`config.mk`:
```
export PLATFORM = sky130hd
export DESIGN_NAME = lp_sr_dev
export DESIGN_NICKNAME = d
export VERILOG_FILES = /design/src/lp_sr_pkg.sv /design/src/lp_sr_regfile.sv /design/src/lp_sr_dev.sv
export VERILOG_INCLUDE_DIRS = /design/src
export SDC_FILE = /design/constraint.sdc
export NUM_CORES = 1
export LEC_CHECK = 0
export BUFFER_PORTS_ARGS = -buffer_cell sky130_fd_sc_hd__buf_2
export CAP_MARGIN = 20
export CORE_MARGIN = 8
export CORE_UTILIZATION = 66
export DETAILED_ROUTE_END_ITERATION = 10
export GPL_TIMING_DRIVEN = 0
export MAX_ROUTING_LAYER = met4
export PLACE_DENSITY = 0.84
export REMOVE_ABC_BUFFERS = 1
export SYNTH_ARGS = -nofsm -noshare
export SYNTH_HDL_FRONTEND = slang
export SYNTH_HIERARCHICAL = 1
export SYNTH_SLANG_ARGS = --single-unit
```
`constraint.sdc`:
```
create_clock -name core_clk_i -period 6.8 [get_ports core_clk_i]
set_input_delay 0.68 -clock core_clk_i [delete_from_list [all_inputs] [get_ports core_clk_i]]
set_output_delay 0.68 -clock core_clk_i [all_outputs]
set_load 0.01 [all_outputs]
```
`src/lp_sr_cfg.svh`:
```
// Constants for the self-refresh and register-read block.
// Assumes inclusion by the package and modules of this block only.
`ifndef LP_SR_CFG_SVH
`define LP_SR_CFG_SVH
`define CLK_PERIOD_NS        20
`define CKE_INT_DELAY_CYC    2
`define MIN_SR_TIME_NS       100
`define MIN_SR_CYC           ((`MIN_SR_TIME_NS + `CLK_PERIOD_NS - 1) / `CLK_PERIOD_NS)
`define SR_EXIT_DELAY_NS     200
`define SR_EXIT_CYC          ((`SR_EXIT_DELAY_NS + `CLK_PERIOD_NS - 1) / `CLK_PERIOD_NS)
`define READ_LATENCY_CYC     8
`define BURST_BEATS          8
`define NUM_BANKS            8
`define NUM_SEGMENTS         8
`define BANK_MASK_IDX        8'h10
`define SEG_MASK_IDX         8'h11
`define RSVD_MASK_IDX        8'h12
`define CAL_A_IDX            8'h20
`define CAL_B_IDX            8'h28
`define CAL_A_PATTERN        8'h55
`define CAL_B_PATTERN        8'hcc
`define MASK_RESET           8'h00
`endif

```
`src/lp_sr_pkg.sv`:
```
// Types for the self-refresh and register-read block.
// Assumes the configuration header is available on the include path.
`include "lp_sr_cfg.svh"
package lp_sr_pkg;
	// Power state of the device.
	typedef enum logic [2:0] {
		ST_IDLE    = 3'b000,
		ST_CKE_DLY = 3'b001,
		ST_SELF    = 3'b010,
		ST_EXIT    = 3'b011
	} pwr_state_e;

	// Command-address bus as sampled on both clock edges.
	typedef struct packed {
		logic       cs_n;
		logic [9:0] rise;
		logic [9:0] fall;
	} ca_cmd_s;

	// Read data burst toward the controller.
	typedef struct packed {
		logic        valid;
		logic [31:0] dq;
		logic [3:0]  dqs;
	} rd_beat_s;
endpackage : lp_sr_pkg

```
`src/lp_sr_regfile.sv`:
```
// Small store of mode register bytes written by register writes.
// Assumes one write port and one registered read port on one clock.
`include "lp_sr_cfg.svh"
module lp_sr_regfile #(
	parameter int DEPTH = 64
) (
	// Clock and reset.
	input  wire logic                     core_clk_i,
	input  wire logic                     sys_rst_i,
	// Write port.
	input  wire logic                     wr_en_i,
	input  wire logic [$clog2(DEPTH)-1:0] wr_idx_i,
	input  wire logic [7:0]               wr_data_i,
	// Read port.
	input  wire logic [$clog2(DEPTH)-1:0] rd_idx_i,
	output logic      [7:0]               rd_data_o
);
	logic [7:0] mem [DEPTH];

	// Stores written bytes.
	always_ff @(posedge core_clk_i) begin
		if (wr_en_i) begin
			mem[wr_idx_i] <= wr_data_i;
		end
	end

	// Registered read, cleared by reset.
	always_ff @(posedge core_clk_i) begin
		if (sys_rst_i) begin
			rd_data_o <= 8'h00;
		end else begin
			rd_data_o <= mem[rd_idx_i];
		end
	end
endmodule : lp_sr_regfile

```
`src/lp_sr_dev.sv`:
```
// Device-side self refresh, partial array retention and register read.
// Assumes a controller that keeps its own timing obligations.
// Notes on behaviour
// - Self-refresh entry: cke low, cs low, bits 0,1 low, bit 2 high.
// - After the internal cke delay, inputs except cke are ignored.
// - Device refreshes all unmasked banks once within minimum self-refresh time.
// - Bank mask register: masked banks get no self refresh.
// - Segment mask blocks that segment in every unmasked bank.
// - Writes to the reserved mask register change nothing.
// - Register read: cs low, bits 0..2 low, bit 3 high; index decoded.
// - Register byte on data 7..0 in first beat after read latency.
// - All strobes toggle through the register read burst.
// - Register read burst is eight beats and is never interrupted.
// - Per-bank refresh counter steps round robin, cleared at exit.
// - Refresh with bit 3 low is per bank, high is all bank.
`include "lp_sr_cfg.svh"
module lp_sr_dev
	import lp_sr_pkg::*;
#(
	parameter int MIN_SR_CYC  = `MIN_SR_CYC,
	parameter int SR_EXIT_CYC = `SR_EXIT_CYC,
	parameter int READ_LAT_CYC = `READ_LATENCY_CYC
) (
	// Clock and reset.
	input  wire logic       core_clk_i,
	input  wire logic       sys_rst_i,
	// Controller command side.
	input  wire logic       cke_i,
	input  wire ca_cmd_s    cmd_i,
	// Read data side.
	output rd_beat_s        rd_o,
	// Status.
	output logic            self_refresh_o,
	output logic [2:0]      bank_ptr_o,
	output logic [7:0]      refresh_done_o,
	output logic [7:0]      bank_retain_o,
	output logic [7:0]      seg_retain_o
);
	// ****************************************
	// Command decode
	// ****************************************
	function automatic logic is_refresh(ca_cmd_s c);
		return !c.cs_n && !c.rise[0] && !c.rise[1] && c.rise[2];
	endfunction : is_refresh

	function automatic logic [7:0] reg_index(ca_cmd_s c);
		return {c.rise[9:4], c.fall[1:0]};
	endfunction : reg_index

	pwr_state_e state;
	logic       cke_q;
	logic [15:0] cnt;
	logic       inputs_on;
	logic       sr_entry;
	logic       rd_cmd;
	logic       wr_cmd;
	logic       ref_cmd;

	// Receivers are enabled outside the quiet part of self refresh.
	assign inputs_on = (state == ST_IDLE) || (state == ST_EXIT);
	assign sr_entry  = cke_q && !cke_i && is_refresh(cmd_i);
	assign ref_cmd   = inputs_on && cke_i && is_refresh(cmd_i);
	assign rd_cmd    = inputs_on && cke_i && !cmd_i.cs_n
		&& cmd_i.rise[3:0] == 4'b1000;
	assign wr_cmd    = inputs_on && cke_i && !cmd_i.cs_n
		&& cmd_i.rise[3:0] == 4'b0000;

	// Previous cycle clock enable.
	always_ff @(posedge core_clk_i) begin
		if (sys_rst_i) begin
			cke_q <= 1'b1;
		end else begin
			cke_q <= cke_i;
		end
	end

	// ****************************************
	// Power state machine
	// ****************************************
	// Tracks entry, internal delay, self refresh and exit wait.
	always_ff @(posedge core_clk_i) begin
		if (sys_rst_i) begin
			state <= ST_IDLE;
			cnt   <= 16'h0000;
		end else begin
			unique case (state)
				ST_IDLE: begin
					if (sr_entry && state == ST_IDLE) begin
						state <= ST_CKE_DLY;
						cnt   <= 16'h0000;
					end
				end
				ST_CKE_DLY: begin
					cnt <= cnt + 16'h0001;
					if (cnt == 16'(`CKE_INT_DELAY_CYC - 1)) begin
						state <= ST_SELF;
						cnt   <= 16'h0000;
					end
				end
				ST_SELF: begin
					if (cnt != 16'hffff) begin
						cnt <= cnt + 16'h0001;
					end
					if (cke_i) begin
						state <= ST_EXIT;
						cnt   <= 16'h0000;
					end
				end
				ST_EXIT: begin
					cnt <= cnt + 16'h0001;
					if (cnt == 16'(SR_EXIT_CYC - 1)) begin
						state <= ST_IDLE;
					end
				end
				default: begin
					state <= ST_IDLE;
				end
			endcase
		end
	end

	// Self-refresh status flag.
	always_ff @(posedge core_clk_i) begin
		if (sys_rst_i) begin
			self_refresh_o <= 1'b0;
		end else begin
			self_refresh_o <= (state == ST_CKE_DLY) || (state == ST_SELF);
		end
	end

	// ****************************************
	// Mask registers
	// ****************************************
	logic [7:0] bank_mask;
	logic [7:0] seg_mask;

	// Register writes reach the masks; the reserved unit is dropped.
	always_ff @(posedge core_clk_i) begin
		if (sys_rst_i) begin
			bank_mask <= `MASK_RESET;
			seg_mask  <= `MASK_RESET;
		end else if (wr_cmd) begin
			if (reg_index(cmd_i) == `BANK_MASK_IDX) begin
				bank_mask <= cmd_i.fall[9:2];
			end
			if (reg_index(cmd_i) == `SEG_MASK_IDX) begin
				seg_mask <= cmd_i.fall[9:2];
			end
		end
	end

	// Retention view: bank is kept if unmasked, segment for kept banks.
	always_ff @(posedge core_clk_i) begin
		if (sys_rst_i) begin
			bank_retain_o <= 8'hff;
			seg_retain_o  <= 8'hff;
		end else begin
			bank_retain_o <= ~bank_mask;
			seg_retain_o  <= (bank_mask == 8'hff) ? 8'h00 : ~seg_mask;
		end
	end

	// ****************************************
	// Internal refresh and bank counter
	// ****************************************
	// One internal refresh per self-refresh period in unmasked banks.
	always_ff @(posedge core_clk_i) begin
		if (sys_rst_i) begin
			refresh_done_o <= 8'h00;
		end else if (state == ST_SELF && cnt == 16'h0000) begin
			refresh_done_o <= ~bank_mask;
		end else if (state == ST_IDLE && sr_entry) begin
			refresh_done_o <= 8'h00;
		end
	end

	// Round robin per-bank pointer, zeroed by all-bank refresh and exit.
	always_ff @(posedge core_clk_i) begin
		if (sys_rst_i) begin
			bank_ptr_o <= 3'h0;
		end else if (state == ST_SELF && cke_i) begin
			bank_ptr_o <= 3'h0;
		end else if (ref_cmd && !cmd_i.rise[3]) begin
			bank_ptr_o <= bank_ptr_o + 3'h1;
		end else if (ref_cmd && cmd_i.rise[3]) begin
			bank_ptr_o <= 3'h0;
		end
	end

	// ****************************************
	// Register read path
	// ****************************************
	logic [7:0] rf_data;
	logic [7:0] rd_idx;
	logic [4:0] lat_cnt;
	logic       lat_run;
	logic [3:0] beat;
	logic       burst;
	logic [7:0] cmd_idx;

	// Register index carried by the command on the bus this cycle.
	assign cmd_idx = reg_index(cmd_i);

	lp_sr_regfile #(
		.DEPTH (64)
	) u_regfile (
		.core_clk_i (core_clk_i),
		.sys_rst_i  (sys_rst_i),
		.wr_en_i    (wr_cmd && reg_index(cmd_i) != `RSVD_MASK_IDX),
		.wr_idx_i   (cmd_idx[5:0]),
		.wr_data_i  (cmd_i.fall[9:2]),
		.rd_idx_i   (rd_idx[5:0]),
		.rd_data_o  (rf_data)
	);

	// Latches the index and counts the read latency.
	always_ff @(posedge core_clk_i) begin
		if (sys_rst_i) begin
			rd_idx  <= 8'h00;
			lat_cnt <= 5'h00;
			lat_run <= 1'b0;
		end else if (rd_cmd && !lat_run && !burst) begin
			rd_idx  <= reg_index(cmd_i);
			lat_cnt <= 5'h00;
			lat_run <= 1'b1;
		end else if (lat_run) begin
			lat_cnt <= lat_cnt + 5'h01;
			if (lat_cnt == 5'(READ_LAT_CYC - 2)) begin
				lat_run <= 1'b0;
			end
		end
	end

	// Eight beat burst with toggling strobes.
	always_ff @(posedge core_clk_i) begin
		if (sys_rst_i) begin
			burst <= 1'b0;
			beat  <= 4'h0;
			rd_o  <= '0;
		end else if (lat_run && lat_cnt == 5'(READ_LAT_CYC - 2)) begin
			burst <= 1'b1;
			beat  <= 4'h1;
			rd_o.valid <= 1'b1;
			rd_o.dqs   <= 4'hf;
			rd_o.dq    <= cal_or_reg(rd_idx, rf_data, 3'h0);
		end else if (burst) begin
			rd_o.dqs <= ~rd_o.dqs;
			rd_o.dq  <= cal_or_reg(rd_idx, 8'h00, beat[2:0]);
			beat     <= beat + 4'h1;
			if (beat == 4'(`BURST_BEATS)) begin
				burst <= 1'b0;
				rd_o  <= '0;
			end
		end
	end

	// Register byte on the first beat, calibration bits on all beats.
	// Bit b of a pattern constant is the level of beat b on every lane.
	function automatic logic [31:0] cal_or_reg(logic [7:0] idx,
		logic [7:0] val, logic [2:0] b);
		logic [7:0] pat_a;
		logic [7:0] pat_b;
		pat_a = `CAL_A_PATTERN;
		pat_b = `CAL_B_PATTERN;
		if (idx == `CAL_A_IDX) begin
			return {32{pat_a[b]}};
		end
		if (idx == `CAL_B_IDX) begin
			return {32{pat_b[b]}};
		end
		return {24'h000000, val};
	endfunction : cal_or_reg
endmodule : lp_sr_dev

```
[Word level (Yosys, flattened, before mapping)]
Memories as Yosys holds them, arrays and structs flattened. A register that Yosys moved wholly into a read port is not among the register bits.
Cells that the tools add are included.
W data, S select, Z words.
Storage, ports and cells
  bits in registers: 120
  bits in writable memories: 512
  memory bits (read-only): 16
  bits of input ports: 24
  output and inout port bits: 65
  word-level logic and storage cells: 146
  memories kept: 3
Memory list
  u_regfile.mem: depth 64, bits a word 8, read ports 1, clocked after Yosys merged registers in 1, write ports 1, line lp_sr_regfile.sv:18  | logic [7:0] mem [DEPTH];
  (name not given): depth 8, bits a word 1, read ports 1, clocked after Yosys merged registers in 0, write ports 0, line lp_sr_dev.sv:269  | return {32{pat_b[b]}};
  (name not given): depth 8, bits a word 1, read ports 1, clocked after Yosys merged registers in 0, write ports 0, line lp_sr_dev.sv:266  | return {32{pat_a[b]}};
Cells by class
  $add $sub $neg: 4
  order comparisons: 1
  eq/ne operators: 20
  mux-type cells: 52
  bitwise logic cells: 3
  reduce and logical (&&, ||, !) cells: 44
Operators with widths (number)
  $mux W32: 8
  $mux W37: 3
  $mux W16: 4
  $pmux W16 S4: 1
  $mux W1: 26
  $mux W8: 3
  $logic_and A1 B1 Y1: 19
  $mux W3: 6
  $add A16 B1 Y16 const B: 1
  $eq A16 B1 Y1 const B: 1
  $eq A16 B4 Y1 const B: 1
  $eq A8 B5 Y1 const B: 2
  $eq A8 B6 Y1 const B: 2
  $logic_not A16 Y1: 1
  $ne A16 B16 Y1 const B: 1
  $not A8 Y8: 2
  $pmux W3 S4: 1
  $eq A4 B4 Y1 const B: 2
  $eq A8 B8 Y1 const B: 1
  $ne A8 B5 Y1 const B: 1
  $reduce_bool A2 Y1: 4
  $logic_not A1 Y1: 7
  $eq A3 B2 Y1 const B: 2
  $reduce_and A2 Y1: 3
  other kinds (17): 22

[Depth between registers and ports, before layout]
  depth in word-level cells: 14
  depth in mapped cells: 9
  gate-level depth less buffers: 8

[Modules after synthesis]
The synthesis kept the hierarchy.
By module, submodules not included
  lp_sr_regfile: times used 1, cells each 921, area each 20120.5 sq um, sequential area each 15534.9 sq um
  lp_sr_dev: times used 1, cells each 444, area each 4237.8 sq um, sequential area each 1921.8 sq um

[Worst setup path after synthesis]
Ideal clock, no wire load.
  kind: input -> register
  start point: input cmd_i[20] (netlist bit)
  end point: memory u_regfile.mem[62][0], enable pin
  setup time: 370 ps
  data arrival time: 2557 ps
  required time: 6430 ps
  path slack: 3873 ps
  stages: 6
  path buffers: 0
  path through: or3_1 > nor4_1 > and2_1 > nor2b_1 > nand3_1 > nor2_1
Between the ends
  cells in the longest elaborated chain, start to end: 6
Ends and longest elaborated chain
  start: declaration: line lp_sr_dev.sv:29  | input wire ca_cmd_s cmd_i,
  $logic_not A1 Y1: line lp_sr_dev.sv:65  | assign wr_cmd = inputs_on && cke_i && !cmd_i.cs_n
  $logic_and A1 B1 Y1: line lp_sr_dev.sv:65
  $logic_and A1 B1 Y1: line lp_sr_dev.sv:66  | && cmd_i.rise[3:0] == 4'b0000;
  $logic_and A1 B1 Y1 (no source line)
  $mux W1: line lp_sr_regfile.sv:22  | if (wr_en_i) begin
  $mux W1 (implied by the code): line lp_sr_regfile.sv:23  | mem[wr_idx_i] <= wr_data_i;
  end: declaration: line lp_sr_regfile.sv:18
No other way between the ends.

[Final worst setup path]
  start point: register state[0]
  end point: memory u_regfile.mem[22][0], enable pin
Between the ends
  cells in the longest elaborated chain, start to end: 8
  elaborated cells between the ends (all ways): 9
  those cells by class: eq/ne: 1; mux: 2; reduce/logical: 6
Ends and longest elaborated chain
  start: declaration: line lp_sr_dev.sv:50  | pwr_state_e state;
  start signal: assignment: line lp_sr_dev.sv:83  | state <= ST_IDLE;
  start signal: assignment: line lp_sr_dev.sv:89  | state <= ST_CKE_DLY;
  start signal: assignment: line lp_sr_dev.sv:96  | state <= ST_SELF;
  $eq A3 B2 Y1 or $logic_not A3 Y1 (tied branches): line lp_sr_dev.sv:60  | assign inputs_on = (state == ST_IDLE) || (state == ST_EXIT);
  $logic_or A1 B1 Y1 *: line lp_sr_dev.sv:60
  $logic_and A1 B1 Y1 * (2 in a row): line lp_sr_dev.sv:65
  $logic_and A1 B1 Y1 *: line lp_sr_dev.sv:66
  $logic_and A1 B1 Y1 (no source line) *
  $mux W1 *: line lp_sr_regfile.sv:22
  $mux W1 (implied by the code) *: line lp_sr_regfile.sv:23
Mark *: on every way between the ends. The rest lies on a longest branch, timed or not.

==> run_results.csv <==
group,metric,value,unit
grt,via_count_of_the_first_global_routing_pass,13557,
synthesis,syn_area_per_cell,17.8,um^2
placement,dpl.hpwl,33200,um
sta,final.setup_skew,30.7,ps
run,max-cap-violations,0,
sta,hold_slack,370,ps
clocking,clock-root-buffer,"sky130_fd_sc_hd__clkbuf_16",
synthesis,synth-main-ff-cell,"sky130_fd_sc_hd__edfxtp_1",
sta,max_freq,0.236,GHz
finish,num-nets-final,1473,
setup_path,critical_path.cell_chain,"inv_1, ha_1, nand2b_1, nor4_1, and2_1, nor2b_1, nand3_1, nor2_1",
setup_path,crit_path_top_delay_cell,"sky130_fd_sc_hd__nor2_1",
setup_path,critical-path-top-delay-family,"simple AND/OR/NAND/NOR gates",
clocking,cts.hold.buffers_added,0,
placement,place.gp.congestion,0.878,
outcome,run_status,"finished clean",
sta,fin_crit_sh,62.2,%
finish,layout_common_cells,"sky130_fd_sc_hd__edfxtp_1, sky130_fd_sc_hd__mux4_2, sky130_fd_sc_hd__nor2_1",
setup_path,critPathMaxFanout,8,
synthesis,netlist_area,24400,um^2
floorplan,die_y,208,um
grt,gr-total-overflow,0,
finish,area_delta_synth_final,11.4,%
detailed_routing,detailedRoute.firstPassIterationCount,5,
clocking,clock_tree.htree_level_count,2,
sta,fin_ws,2570,ps
floorplan,io_pins,89,
placement,placement_setup_slack,2500,ps
floorplan,die-width,208,um
synthesis,synth-edff-count,512,
setup_path,worst_path_buffer_plus_inverter_count,1,
setup_path,timing.critical_path.slowest_cell_delay,920,ps
clocking,clkLatencyLatePin,620,ps
sta,fin_crit,4230,ps
sta,timing.setup.tns,0,ps
detailed_routing,highest-signal-layer,"met4",
synthesis,syn-instance-count,1365,
clocking,clock-sinks,616,
setup_path,setup.worst_path.class,"reg2reg",
pwr,cellPowerDensity,275,nW/um^2
synthesis,ys_ff_latch,616,
detailed_routing,route.vias.total,13547,
clocking,numCtsBuffers,57,
clocking,tritoncts,"done",
detailed_routing,post_drt_wl_per_cell,29.7,um
setup_path,setup.worst_path.start_class,"register",
pwr,vdd_drop_max,360,uV
floorplan,start_util,66.7,%
synthesis,synth.yosys.warnings,6,
synthesis,synth-async-reset-ratio,0,%
grt,pin_count_of_the_biggest_net_entering_global_routing,67,
detailed_routing,detail_route_antenna_nets,0,
detailed_routing,met2_wirelength,29100,um
finish,layout-drive-gt1-share,24.1,%
clocking,clk_path_buf_depth,3,
setup_path,worst_ep_required_time,7030,ps
detailed_routing,drt-vias-per-instance,6.92,
sta,finalHoldViolCount,0,
min_path,worst_hold_path_type,"in2reg",
detailed_routing,iteration_0_drc_count_of_the_detailed_router,1862,
sta,drv_slew,0,
detailed_routing,met3_wl_post_dr,6040,um
pwr,static-leakage-power,0.00871,uW
clocking,ctsResizeCount,0,
sta,worst-slew-pin-transition,1070,ps
floorplan,floorplan.die_area,43300,um^2
synthesis,synth_cell_types,73,
setup_path,crit_path_end_kind,"register",
detailed_routing,detail_route.wirelength.met1,20500,um
sta,finalSetupViolations,0,
finish,total_of_fill_cells_in_the_finished_design,1917,
clocking,cts.reportedPaths.clkPinSlew,60,ps
setup_path,worstPathArrival,4460,ps
placement,io_buffers,88,
detailed_routing,drt_drc_violations_left,0,
grt,grt_util_all_layers,27.2,%
floorplan,placementRows,70,
sta,setup_repair_after_global_routing_missed_its_margin,"no",
floorplan,fp.coreArea,36500,um^2
grt,grt_antenna_before_repair,2,
grt,grt_pass1_wl,85400,um
sta,max-slew-margin-rel,28.1,%
detailed_routing,finalWirelength,58100,um
finish,most_common_cell_after_layout_fill_and_taps_aside,"sky130_fd_sc_hd__edfxtp_1",
synthesis,seq_area_frac_synth,71.7,%
clocking,post_cts.repair.setup_buffers,0,
sequential cells by signal, summed over array words and instances (netlist names):
| register | flops |
|---|---|
| state | 2 |
| u_regfile/rd_data_o | 8 |
| u_regfile/mem | 512 |
| seg_mask | 8 |
| bank_mask | 8 |
| self_refresh_o | 1 |
| rd_idx | 8 |
| refresh_done_o | 8 |
| beat | 4 |
| lat_run | 1 |
| cke_q | 1 |
| bank_ptr_o | 3 |
| burst | 1 |
| lat_cnt | 5 |
| seg_retain_o | 8 |
| bank_retain_o | 8 |
| rd_o | 14 |
| cnt | 16 |
cells by family after synthesis:
group | count (synthesis) | synth area share (%)
XOR/XNOR | 14 | 0.503
multiplexers | 190 | 14.9
AO/OA/AOI/OAI | 127 | 3.70
adder cells (fa/ha/maj) | 12 | 0.616
buffers and inverters | 109 | 2.54
AND/OR/NAND/NOR | 297 | 6.10
flip-flops | 616 | 71.7
tightest hold or removal path: cells and delay by family:
family	cells	cell delay, ps
multiplexers	1	80
buffers and inverters	1	100
AND/OR/NAND/NOR	1	80
cell usage after synthesis, drive strengths merged (6+ instances only):
library cell,number,area share (%)
or2,11,0.28
edfxtp,512,63
nand2b,16,0.42
clkbuf,38,0.63
nand2,42,0.65
nand4,11,0.28
a211oi,9,0.28
xor2,6,0.22
or4,6,0.23
ha,12,0.62
xnor2,8,0.29
nor2b,11,0.28
inv,14,0.22
dfxtp,104,8.5
o211ai,6,0.18
nor2,119,1.8
nand3,25,0.51
o22ai,8,0.21
mux2,7,0.32
o21ai,15,0.31
mux2i,46,1.9
o21bai,10,0.32
mux4,137,13
nor3,18,0.39
a221o,8,0.33
a21oi,33,0.68
o31ai,7,0.22
buf,56,1.7
through the flow:
step / util, % / total power, uW / std cells / cell area (um^2)
after floorplan: - / 4210 / 1271 / 23800
after global placement: 68.0 / 4300 / 1827 / 24800
after detailed placement: 68.7 / 4300 / 1839 / 25100
after CTS: 73.9 / 7480 / 1944 / 27000
after global routing: 74.3 / 7630 / 1956 / 27100
final: 74.3 / 7470 / 1957 / 27100
cell type report:
| cell class | instances | area [um^2] | share of cell area [%] |
|---|---|---|---|
| antenna | 6 | 15.0 | 0.0553 |
| clock buffer | 70 | 1540 | 5.67 |
| clock inverter | 35 | 355 | 1.31 |
| inverter | 15 | 56.3 | 0.207 |
| multi-input combinational | 640 | 6300 | 23.2 |
| sequential | 616 | 17500 | 64.4 |
| tap | 468 | 586 | 2.16 |
| timing repair buffer | 107 | 815 | 3.00 |
per-layer routing:
layer,vias to the layer above,GRT usage [%]
met1,6935,33.6
met3,155,5.38
met2,901,44.2
li1,5556,-
met5,-,-
met4,0,11.2
path summary, 6_finish.rpt:
kind	startpoint	to	slack (ps)	depth (start not counted)
hold / removal	cmd_i[19]	rd_idx[7]	370	3
setup reg to reg	state[0]	u_regfile/mem[22][0]	2570	8
setup / recovery	state[0]	u_regfile/mem[22][0]	2570	8
hold reg to reg	bank_mask[5]	bank_retain_o[5]	420	1
where the power goes:
part	total, uW	switching (uW)	internal, uW
Combinational	148	107	41.3
Clock	3240	1370	1870
Sequential	4090	5.23	4080
Note: power is estimated with default switching activity, not from simulation.
